`src/core/pboa_pkg.sv`:
```
// Constants, types and lane-swap helpers for the peripheral byte order adapter
package pboa_pkg;

   // ---------------------------------------------------------------
   // Widths and depths
   // ---------------------------------------------------------------
   localparam int DATA_W     = 32;
   localparam int HALF_W     = 16;
   localparam int FIFO_DEPTH = 32;

   // ---------------------------------------------------------------
   // Sample format codes
   // ---------------------------------------------------------------
   localparam logic [1:0] CAP_FMT_MONO8     = 2'h0;
   localparam logic [1:0] CAP_FMT_STEREO8   = 2'h1;
   localparam logic [1:0] CAP_FMT_MONO16    = 2'h2;
   localparam logic [1:0] CAP_FMT_STEREO16  = 2'h3;
   localparam logic [1:0] PLAY_FMT_MONO16   = 2'h0;
   localparam logic [1:0] PLAY_FMT_STEREO16 = 2'h1;
   localparam logic [1:0] PLAY_FMT_MONO32   = 2'h2;
   localparam logic [1:0] PLAY_FMT_STEREO32 = 2'h3;
   // Format bit that marks the wider element size
   localparam int FMT_WIDE_BIT = 1;

   // ---------------------------------------------------------------
   // Reset values and field positions
   // ---------------------------------------------------------------
   localparam logic RST_LITTLE   = 1'b0;   // Big-endian out of reset
   localparam logic RST_SWAP_EN  = 1'b0;
   localparam logic RST_HALF_ORD = 1'b0;
   localparam int   SWAP_EN_BIT  = 0;      // Swap enable bit in bus interface control word

   typedef enum logic [1:0] {SER_IDLE, SER_FIRST, SER_SECOND} pboa_ser_t;

   // Full four-lane reversal of a word
   function automatic logic [31:0] swap_word(input logic [31:0] w);
      swap_word = {w[7:0], w[15:8], w[23:16], w[31:24]};
   endfunction : swap_word

   // Byte reversal inside each half-word
   function automatic logic [31:0] swap_halves(input logic [31:0] w);
      swap_halves = {w[23:16], w[31:24], w[7:0], w[15:8]};
   endfunction : swap_halves

endpackage : pboa_pkg

```
`src/core/pboa_top.sv`:
```
// Byte-lane ordering between media peripherals and the 32-bit memory highway
`timescale 1ns/1ps

// -------------------------------------------------------------------
// Word FIFO with registered input ready
// -------------------------------------------------------------------
module pboa_fifo #(
   parameter int W     = 32,
   parameter int DEPTH = 32
) (
   input  wire logic         clk,
   input  wire logic         resetn,
   input  wire logic         in_valid,
   input  wire logic [W-1:0] in_data,
   output logic              in_ready,
   output logic              out_valid,
   output logic [W-1:0]      out_data,
   input  wire logic         out_ready
);
   localparam int AW = $clog2(DEPTH);

   typedef struct packed {
      logic [DEPTH-1:0][W-1:0] mem;
      logic [AW-1:0]           wr_ptr;
      logic [AW-1:0]           rd_ptr;
      logic [AW:0]             count;
      logic                    in_ready;
   } pboa_fifo_st_t;

   pboa_fifo_st_t st_ff;
   pboa_fifo_st_t nxt_st;
   logic          push;
   logic          pop;

   assign out_valid = (st_ff.count != '0);
   assign out_data  = st_ff.mem[st_ff.rd_ptr];
   assign in_ready  = st_ff.in_ready;
   assign push      = in_valid && st_ff.in_ready;
   assign pop       = out_valid && out_ready;

   always_comb begin
      nxt_st = st_ff;
      if (push) begin
         nxt_st.mem[st_ff.wr_ptr] = in_data;
         nxt_st.wr_ptr = st_ff.wr_ptr + 1'b1;
      end
      if (pop) begin
         nxt_st.rd_ptr = st_ff.rd_ptr + 1'b1;
      end
      case ({push, pop})
         2'b10:   nxt_st.count = st_ff.count + 1'b1;
         2'b01:   nxt_st.count = st_ff.count - 1'b1;
         default: nxt_st.count = st_ff.count;
      endcase
      nxt_st.in_ready = (nxt_st.count != (AW+1)'(DEPTH));
   end

   always_ff @(posedge clk or negedge resetn) begin
      if (!resetn) begin
         st_ff          <= '0;
         st_ff.in_ready <= 1'b1;
      end else begin
         st_ff <= nxt_st;
      end
   end
endmodule : pboa_fifo

// -------------------------------------------------------------------
// Adapter top
// -------------------------------------------------------------------
module pboa_top (
   input  wire logic        clk,
   input  wire logic        resetn,
   // Configuration
   input  wire logic        cfg_wr,
   input  wire logic        cfg_capture_little,
   input  wire logic        cfg_playback_little,
   input  wire logic        cfg_dec_little,
   input  wire logic        cfg_half_word_order_select,
   output logic [4:0]       cfg_status,
   // Capture unit
   input  wire logic        cap_valid,
   input  wire logic [1:0]  cap_fmt,
   input  wire logic [31:0] cap_data,
   output logic             cap_mem_valid,
   output logic [31:0]      cap_mem_data,
   // Playback unit
   input  wire logic        play_mem_valid,
   input  wire logic [1:0]  play_fmt,
   input  wire logic [31:0] play_mem_data,
   output logic             play_valid,
   output logic [31:0]      play_data,
   // Digital audio output unit
   input  wire logic        dao_mem_valid,
   input  wire logic [31:0] dao_mem_data,
   output logic             dao_valid,
   output logic [31:0]      dao_data,
   // Variable length decoder
   input  wire logic        dec_in_valid,
   input  wire logic [31:0] dec_in_data,
   output logic             dec_bs_valid,
   output logic [31:0]      dec_bs_data,
   input  wire logic        dec_hdr_valid,
   input  wire logic [31:0] dec_hdr_word,
   output logic             dec_hdr_mem_valid,
   output logic [31:0]      dec_hdr_mem_data,
   input  wire logic        dec_rl_valid,
   input  wire logic [15:0] dec_run,
   input  wire logic [15:0] dec_level,
   output logic             dec_rl_mem_valid,
   output logic [31:0]      dec_rl_mem_data,
   // Sync serial port
   input  wire logic        ssp_wr_valid,
   input  wire logic [31:0] ssp_wr_data,
   output logic             ssp_wr_ready,
   output logic             ssp_tx_valid,
   output logic [15:0]      ssp_tx_half,
   input  wire logic        ssp_tx_ready,
   input  wire logic        ssp_rx_valid,
   input  wire logic [15:0] ssp_rx_half,
   output logic             ssp_rd_valid,
   output logic [31:0]      ssp_rd_word,
   // Host register path
   input  wire logic        host_wr,
   input  wire logic        host_wr_biu,
   input  wire logic [31:0] host_wdata,
   output logic             reg_wr_valid,
   output logic [31:0]      reg_wdata,
   input  wire logic        reg_rd_valid,
   input  wire logic [31:0] reg_rdata,
   output logic             host_rd_valid,
   output logic [31:0]      host_rdata,
   output logic             host_bus_swap_enable
);

   typedef struct packed {
      logic               cap_little;
      logic               play_little;
      logic               dec_little;
      logic               half_order;
      logic               swap_en;
      logic [4:0]         status;
      logic               cap_valid;
      logic [31:0]        cap_data;
      logic               play_valid;
      logic [31:0]        play_data;
      logic               dao_valid;
      logic [31:0]        dao_data;
      logic               bs_valid;
      logic [31:0]        bs_data;
      logic               hdr_valid;
      logic [31:0]        hdr_data;
      logic               rl_valid;
      logic [31:0]        rl_data;
      pboa_pkg::pboa_ser_t ser_state;
      logic [31:0]        ser_word;
      logic               ser_low_first;
      logic               tx_valid;
      logic [15:0]        tx_half;
      logic               rx_have_first;
      logic [15:0]        rx_first;
      logic               rd_valid;
      logic [31:0]        rd_word;
      logic               reg_wr_valid;
      logic [31:0]        reg_wdata;
      logic               rd_back_valid;
      logic [31:0]        rd_back_data;
   } pboa_st_t;

   pboa_st_t    st_ff;
   pboa_st_t    nxt_st;
   logic        fifo_valid;
   logic [31:0] fifo_data;
   logic        fifo_pop;
   logic [31:0] host_in;

   // -------------------------------------------------------------------
   // Serial transmit buffer
   // -------------------------------------------------------------------
   // Words land here as written; a stalled serial link back-pressures the highway
   pboa_fifo #(.W(pboa_pkg::DATA_W), .DEPTH(pboa_pkg::FIFO_DEPTH)) u_tx_fifo (
      .clk       (clk),
      .resetn    (resetn),
      .in_valid  (ssp_wr_valid),
      .in_data   (ssp_wr_data),
      .in_ready  (ssp_wr_ready),
      .out_valid (fifo_valid),
      .out_data  (fifo_data),
      .out_ready (fifo_pop)
   );

   assign fifo_pop = (st_ff.ser_state == pboa_pkg::SER_IDLE);

   // The write that sets the swap bit is itself decoded under the old setting
   assign host_in = st_ff.swap_en ? host_wdata : pboa_pkg::swap_word(host_wdata);

   // -------------------------------------------------------------------
   // Next-state logic
   // -------------------------------------------------------------------
   always_comb begin
      nxt_st = st_ff;
      if (cfg_wr) begin
         nxt_st.cap_little  = cfg_capture_little;
         nxt_st.play_little = cfg_playback_little;
         nxt_st.dec_little  = cfg_dec_little;
         nxt_st.half_order  = cfg_half_word_order_select;
      end
      // Host side: swapped unless enabled
      nxt_st.reg_wr_valid = host_wr;
      if (host_wr) begin
         nxt_st.reg_wdata = host_in;
         if (host_wr_biu) begin
            nxt_st.swap_en = host_in[pboa_pkg::SWAP_EN_BIT];
         end
      end
      nxt_st.rd_back_valid = reg_rd_valid;
      if (reg_rd_valid) begin
         nxt_st.rd_back_data = st_ff.swap_en ? reg_rdata
                               : pboa_pkg::swap_word(reg_rdata);
      end
      nxt_st.status = {nxt_st.swap_en, nxt_st.half_order, nxt_st.dec_little,
                       nxt_st.play_little, nxt_st.cap_little};

      // Capture: 8-bit elements stay put, 16-bit elements swap in big-endian
      nxt_st.cap_valid = cap_valid;
      if (cap_valid) begin
         if (!st_ff.cap_little && cap_fmt[pboa_pkg::FMT_WIDE_BIT]) begin
            nxt_st.cap_data = pboa_pkg::swap_halves(cap_data);
         end else begin
            nxt_st.cap_data = cap_data;
         end
      end

      // Playback: in big-endian, 16-bit elements swap per half, 32-bit per word
      nxt_st.play_valid = play_mem_valid;
      if (play_mem_valid) begin
         if (st_ff.play_little) begin
            nxt_st.play_data = play_mem_data;
         end else if (play_fmt[pboa_pkg::FMT_WIDE_BIT]) begin
            nxt_st.play_data = pboa_pkg::swap_word(play_mem_data);
         end else begin
            nxt_st.play_data = pboa_pkg::swap_halves(play_mem_data);
         end
      end

      // Digital audio output: word granular, follows the playback order bit
      nxt_st.dao_valid = dao_mem_valid;
      if (dao_mem_valid) begin
         nxt_st.dao_data = st_ff.play_little ? dao_mem_data
                           : pboa_pkg::swap_word(dao_mem_data);
      end

      // Decoder: bitstream is byte oriented, outputs are word oriented
      nxt_st.bs_valid = dec_in_valid;
      if (dec_in_valid) begin
         nxt_st.bs_data = dec_in_data;
      end
      nxt_st.hdr_valid = dec_hdr_valid;
      if (dec_hdr_valid) begin
         nxt_st.hdr_data = st_ff.dec_little ? dec_hdr_word
                           : pboa_pkg::swap_word(dec_hdr_word);
      end
      nxt_st.rl_valid = dec_rl_valid;
      if (dec_rl_valid) begin
         nxt_st.rl_data = st_ff.dec_little ? {dec_run, dec_level}
                          : pboa_pkg::swap_word({dec_run, dec_level});
      end

      // Serial transmit: one word out as two half-words
      case (st_ff.ser_state)
         pboa_pkg::SER_IDLE: begin
            if (fifo_valid) begin
               nxt_st.ser_word      = fifo_data;
               nxt_st.ser_low_first = st_ff.half_order;
               nxt_st.tx_valid      = 1'b1;
               nxt_st.tx_half       = st_ff.half_order ? fifo_data[15:0]
                                      : fifo_data[31:16];
               nxt_st.ser_state     = pboa_pkg::SER_FIRST;
            end
         end
         pboa_pkg::SER_FIRST: begin
            if (ssp_tx_ready) begin
               nxt_st.tx_half   = st_ff.ser_low_first ? st_ff.ser_word[31:16]
                                  : st_ff.ser_word[15:0];
               nxt_st.ser_state = pboa_pkg::SER_SECOND;
            end
         end
         pboa_pkg::SER_SECOND: begin
            if (ssp_tx_ready) begin
               nxt_st.tx_valid  = 1'b0;
               nxt_st.ser_state = pboa_pkg::SER_IDLE;
            end
         end
         default: begin
            nxt_st.tx_valid  = 1'b0;
            nxt_st.ser_state = pboa_pkg::SER_IDLE;
         end
      endcase

      // Serial receive: pair half-words in the same order
      nxt_st.rd_valid = 1'b0;
      if (ssp_rx_valid) begin
         if (!st_ff.rx_have_first) begin
            nxt_st.rx_have_first = 1'b1;
            nxt_st.rx_first      = ssp_rx_half;
         end else begin
            nxt_st.rx_have_first = 1'b0;
            nxt_st.rd_valid      = 1'b1;
            nxt_st.rd_word       = st_ff.half_order ? {ssp_rx_half, st_ff.rx_first}
                                   : {st_ff.rx_first, ssp_rx_half};
         end
      end
   end

   // -------------------------------------------------------------------
   // State register
   // -------------------------------------------------------------------
   always_ff @(posedge clk or negedge resetn) begin
      if (!resetn) begin
         st_ff             <= '0;
         st_ff.cap_little  <= pboa_pkg::RST_LITTLE;
         st_ff.play_little <= pboa_pkg::RST_LITTLE;
         st_ff.dec_little  <= pboa_pkg::RST_LITTLE;
         st_ff.half_order  <= pboa_pkg::RST_HALF_ORD;
         st_ff.swap_en     <= pboa_pkg::RST_SWAP_EN;
         st_ff.ser_state   <= pboa_pkg::SER_IDLE;
      end else begin
         st_ff <= nxt_st;
      end
   end

   assign cfg_status           = st_ff.status;
   assign cap_mem_valid        = st_ff.cap_valid;
   assign cap_mem_data         = st_ff.cap_data;
   assign play_valid           = st_ff.play_valid;
   assign play_data            = st_ff.play_data;
   assign dao_valid            = st_ff.dao_valid;
   assign dao_data             = st_ff.dao_data;
   assign dec_bs_valid         = st_ff.bs_valid;
   assign dec_bs_data          = st_ff.bs_data;
   assign dec_hdr_mem_valid    = st_ff.hdr_valid;
   assign dec_hdr_mem_data     = st_ff.hdr_data;
   assign dec_rl_mem_valid     = st_ff.rl_valid;
   assign dec_rl_mem_data      = st_ff.rl_data;
   assign ssp_tx_valid         = st_ff.tx_valid;
   assign ssp_tx_half          = st_ff.tx_half;
   assign ssp_rd_valid         = st_ff.rd_valid;
   assign ssp_rd_word          = st_ff.rd_word;
   assign reg_wr_valid         = st_ff.reg_wr_valid;
   assign reg_wdata            = st_ff.reg_wdata;
   assign host_rd_valid        = st_ff.rd_back_valid;
   assign host_rdata           = st_ff.rd_back_data;
   assign host_bus_swap_enable = st_ff.swap_en;
endmodule : pboa_top

```
`config.mk`:
```
export PLATFORM = sky130hd
export DESIGN_NAME = pboa_top
export DESIGN_NICKNAME = d
export VERILOG_FILES = /design/src/core/pboa_pkg.sv /design/src/core/pboa_top.sv
export SDC_FILE = /design/constraint.sdc
export NUM_CORES = 2
export LEC_CHECK = 0
export BUFFER_PORTS_ARGS = -buffer_cell sky130_fd_sc_hd__buf_2
export CAP_MARGIN = 20
export CORE_MARGIN = 2
export CORE_UTILIZATION = 51
export CTS_BUF_LIST = sky130_fd_sc_hd__clkbuf_4 sky130_fd_sc_hd__clkbuf_8
export CTS_CLUSTER_SIZE = 10
export DETAILED_ROUTE_END_ITERATION = 8
export PLACE_DENSITY_LB_ADDON = 0.1
export SLEW_MARGIN = 20
export SYNTH_ARGS = -nofsm -noshare
export SYNTH_HDL_FRONTEND = slang
export SYNTH_SLANG_ARGS = --single-unit
export TNS_END_PERCENT = 20
```
`constraint.sdc`:
```
create_clock -name clk -period 6.17 [get_ports clk]
set_input_delay 1.234 -clock clk [delete_from_list [all_inputs] [get_ports clk]]
set_output_delay 1.234 -clock clk [all_outputs]
set_load 0.02 [all_outputs]
```
==> Word-level counts from Yosys, hierarchy flattened <==
Index checks and enable logic that the tools add are counted.
{ "totals": {"regBits": 1417, "inputBits": 327} }
{ "classes": {"add_sub_neg": 4, "order_cmp": 3, "eq_ne": 8, "muxes": 31, "bitwise": 2, "n_reduce_logical": 14} }
{ "op_table": {"columns": ["operator", "count"], "rows": [
  ["$bwmux W1024", 1],
  ["$mux W32", 11],
  ["$bmux W32 S5", 1],
  ["$demux W32 S5", 1],
  ["$mux W33", 2],
  ["$mux W52", 1],
  ["$mux W16", 3],
  ["$pmux W16 S2", 1],
  ["$lt A5 B6 Y1 const B", 2],
  ["$pmux W6 S2", 1],
  ["$add A5 B1 Y5 const B", 2],
  ["$reduce_and A3 Y1", 3],
  ["$add A6 B1 Y6 const B", 1],
  ["$ne A6 B6 Y1 const B", 1],
  ["$pmux W2 S3", 1],
  ["$reduce_and A2 Y1", 3],
  ["$reduce_bool A6 Y1", 1],
  ["$sub A6 B1 Y6 const B", 1],
  ["$ge A5 B1 Y1 const B", 1],
  ["$eq A2 B1 Y1 const B", 2],
  ["$eq A2 B2 Y1 const B", 2],
  ["$logic_and A1 B1 Y1", 4],
  ["$mux W1", 4],
  ["$mux W2", 2],
  ["8 further kinds", 10]
]} }

==> Logic depth before layout (Yosys ltp) <==
{ "logic_depth": {"ltp_word": 5, "mapped_depth": 17} }

==> Modules after synthesis <==
A second synthesis with hierarchy kept.
{ "unflattened": {"cells_unflattened": 4863, "hier_area_um2": 66299.8} }
{ "by_module_without_submodules": {"columns": ["module", "instances", "cells_each", "area_each_um2", "seq_area_each_um2"], "rows": [
  ["pboa_fifo", 1, 3028, 47160.2, 26051.2],
  ["pboa_top", 1, 1835, 19139.6, 9283.9]
]} }

==> Worst setup path after synthesis <==
Ideal clock, no wire load.
{ "synth_timing": {"path_kind": "register to register", "from": "register u_tx_fifo.st_ff[3] in the netlist's numbering", "to": "register, netlist name u_tx_fifo.in_ready", "setup_ns": 0.090, "t_arrival_ns": 3.280, "slack_ns": 2.800, "stages_incl_launch_ff": 18, "path_buffers": 3, "synth_period_minus_slack_ns": 3.370, "cell_sequence": "dfrtp_1 buf_2 or4_1 nor2_1 nor2_1 nand2_2 inv_1 clkbuf_1 ha_1 clkbuf_1 xor2_1 ha_1 a21o_1 nand2_1 a21oi_1 o21ba_2 xor2_1 nand4bb_1"} }
{ "synth_rtl": {"columns": ["item", "line_no", "text"], "rows": [
  ["from (decl)", "pboa_top.sv:30", "pboa_fifo_st_t st_ff;"],
  ["from (signal assigned)", "pboa_top.sv:63", "st_ff <= nxt_st;"]
]} }

==> results.py <==
metrics = {
    "synthesis": {
        "yosysUniqueCellTypes": 55,
        "synth-xor-area-share_pct": 0.199,
        "yosys_warnings": 0,
        "ys_ff_latch": 1412,
        "synth_top_family_by_area": "multiplexers",
        "syn_nets": 5271,
        "yosys.area_share.simple_pct": 2.99,
        "synth_ff_type": "dfrtp_1",
        "synth_most_common_cell": "dfrtp_1",
        "muxShareOfSynthArea_pct": 31.5,
        "ys_seq_area_share_pct": 53.4,
        "synth.avg_cell_area_um2": 13.4,
        "synth_top_area_share_pct": 53.4,
        "synth_fa_ha_area_share_pct": 0.151,
        "synth_area_leaders": "dfrtp_1 53%, mux2_2 19%, mux4_2 6.5%",
        "synth_largest_area_cell": "dfrtp_1",
        "netlist_area_mm2": 0.0661,
        "synthesis.instances": 4936,
        "async_flop_share_pct": 100,
        "synth_compound_area_share_pct": 5.45,
        "synth_common_cells": "1411 x dfrtp_1, 1141 x mux2_2, 367 x mux2i_1, 329 x buf_4, 259 x clkbuf_1",
        "synth_edf_count": 0,
    },
    "route": {
        "vias": 40901,
        "drtAntennaViolNets": 0,
        "routedWlPerCell_um": 25.6,
        "dr.pass1.iters": 5,
        "routed_wl_mm": 183,
        "route.detailed.drc": 0,
        "drtIter0Drc": 2932,
        "viasPerCell": 5.73,
    },
    "power": {
        "swShare_pct": 33.3,
        "clkPwrFrac_pct": 24.4,
        "power_frac_comb_pct": 34.5,
        "cellLeakagePower_uw": 0.0344,
        "power_switching_uw": 12000,
        "p_per_area_mw_per_mm2": 491,
        "ir_drop_mv": 0.295,
        "internal_power_uw": 24100,
        "power_frac_seq_pct": 41.1,
    },
    "clock_tree": {
        "post_cts_resized": 0,
        "cts_tree": "done",
        "cts_buffers": 233,
        "cts_root_buffer": "clkbuf_8",
        "postCtsHoldBufs": 0,
        "clk_latency_ps": 970,
        "cts_sinks": 1412,
        "cts_max_level": 4,
        "post_cts_buffers": 0,
        "clk_pin_slew_ps": 60,
        "clockBufferDepth": 3,
    },
    "sta": {
        "drv_slew": 0,
        "fmax_mhz": 229,
        "period_share_pct": 70.7,
        "tightest_slew_ps": 1110,
        "setup_slack_ps": 1810,
        "grt_setup_unrepaired": "no",
        "slew_headroom_pct": 25.7,
        "setup_viol": 0,
        "hold_viol": 0,
        "finalCriticalPeriod_ps": 4360,
        "clock-skew-final_ps": 75.8,
        "fin_tns_setup_ps": 0,
    },
    "floorplan": {
        "rows": 132,
        "dieHeight_um": 364,
        "design.die.area_mm2": 0.133,
        "io_pins": 648,
        "dieWidth_um": 364,
        "core_mm2": 0.129,
        "floorplan.initialDensity_pct": 51.2,
    },
    "placed_design": {
        "portBuffers": 645,
        "place_hpwl_mm": 116,
        "gp_congestion": 0.873,
        "place_ws_ps": 1900,
    },
    "worst_setup_path": {
        "crit_start": "u_tx_fifo.st_ff[2]$_DFF_PN0_",
        "r2r_slack_ps": 1810,
        "crit_path_start_kind": "flop",
        "cp.required_ps": 7010,
        "reg2reg_depth": 15,
        "worstPathArrival_ps": 5210,
        "crit_type": "reg -> reg",
        "r2r_start": "u_tx_fifo.st_ff[2]$_DFF_PN0_",
        "crit_end": "u_tx_fifo.in_ready$_DFF_PN1_",
        "r2r_end": "u_tx_fifo.in_ready$_DFF_PN1_",
        "endpoint_kind": "flop",
        "crit_path_max_fanout": 55,
    },
    "global_route": {
        "grt.overflow.total": 0,
        "grt_pass1_vias": 41137,
        "antenna_found_initial": 29,
        "grt_pass1_wl_mm": 270,
        "grt_max_degree": 160,
        "track_usage_pct": 27.4,
    },
    "cells_and_area": {
        "drive_gt1_share_pct": 47.5,
        "syn2layout_area_growth_pct": 11.4,
        "num-fill-cells": 10848,
        "num-nets-final": 5516,
        "reg.largest.list": "u_tx_fifo.st_ff (1040), st_ff (52)",
        "largest_reg_flops": 1040,
        "top_register": "u_tx_fifo.st_ff",
    },
    "run_status": {
        "status": "finished, final reports clean",
    },
    "hold_path": {
        "min_path_type": "in -> async",
    },
    "run": {
        "cap_violations": 0,
    },
}
-- power by group through the flow --
stage / sequential [µW] / clock, µW / combinational, µW
global route: 15300 / 9490 / 13400
global placement: 14800 / 0 / 12300
detailed placement: 15000 / 0 / 12600
CTS: 14800 / 9040 / 12600
finish: 14900 / 8820 / 12500
floorplan: 14100 / 0 / 10000
-- layout make-up --
cell class                 count  area [µm²]  area share, %
clock buffer                 400        4900           6.65
sequential                  1412       35400           48.0
antenna                       17        42.5         0.0577
multi-input combinational   2792       26900           36.5
timing repair buffer         733        4080           5.54
tap                         1742        2180           2.96
inverter                       9        33.8         0.0458
clock inverter                27         220          0.299
-- cells in the final DEF (no fill, tap or decap), types with 34 or more instances in the layout --
cell type  instances
dfrtp_1         1403
mux2_2          1141
buf_2            642
mux2i_1          367
clkbuf_8         303
nor2_1           236
a21oi_1          214
mux4_2           192
nand2_1          164
o21ai_0          105
clkbuf_4          97
buf_4             77
o22ai_1           34
-- cell families after synthesis --
group | count (synthesis)
mux | 1700
fa+ha+maj | 8
xor+xnor | 15
compound gates | 579
simple gates | 490
flops | 1412
buf+inv | 732
-- critical path, stage by stage (launching register included) --
cell,delay (ps)
dfrtp_1,460
or4_1,610
nor2_1,570
nor2_1,150
nand2_2,100
buf_4,510
inv_1,130
ha_1,360
xor2_1,190
ha_1,250
a21oi_1,170
xor2_1,190
nor2_1,70
xor2_1,150
nor3_1,230
nand4bb_1,120
-- stage by stage --
| stage | cells | total power (µW) | util, % | hold WS, ps | instance area, µm² |
|---|---|---|---|---|---|
| floorplan | 4936 | 24100 | - | 446 | 66100 |
| global placement | 6686 | 27200 | 53.0 | 460 | 68500 |
| detailed placement | 6686 | 27500 | 53.0 | 462 | 68500 |
| CTS | 7113 | 36500 | 57.0 | 286 | 73600 |
| global route | 7130 | 38200 | 57.1 | 307 | 73700 |
| finish | 7132 | 36200 | 57.1 | 299 | 73700 |
-- per-layer routing --
metal  up-vias  global-route usage [%]  routed length (µm)
met5         -                       0                  92
met4        14                    10.0                5680
met3       300                    5.75               10900
met2      1115                    44.8               88700
met1     21416                    36.2               77400
li1      18056                       -                   -
-- worst min path at each step --
| stage | end | from | depth (start not counted) |
|---|---|---|---|
| after floorplan | st_ff[150]$_DFFE_PN0P_ | st_ff[150]$_DFFE_PN0P_ | 2 |
| after global placement | st_ff[159]$_DFFE_PN0P_ | st_ff[159]$_DFFE_PN0P_ | 2 |
| after detailed placement | st_ff[157]$_DFFE_PN0P_ | st_ff[157]$_DFFE_PN0P_ | 2 |
| after CTS | u_tx_fifo.st_ff[287]$_DFFE_PN0P_ | resetn | 1 |
| after global routing | u_tx_fifo.st_ff[674]$_DFFE_PN0P_ | resetn | 1 |
| final | u_tx_fifo.st_ff[674]$_DFFE_PN0P_ | resetn | 1 |
(Power assumes the default switching activity.)
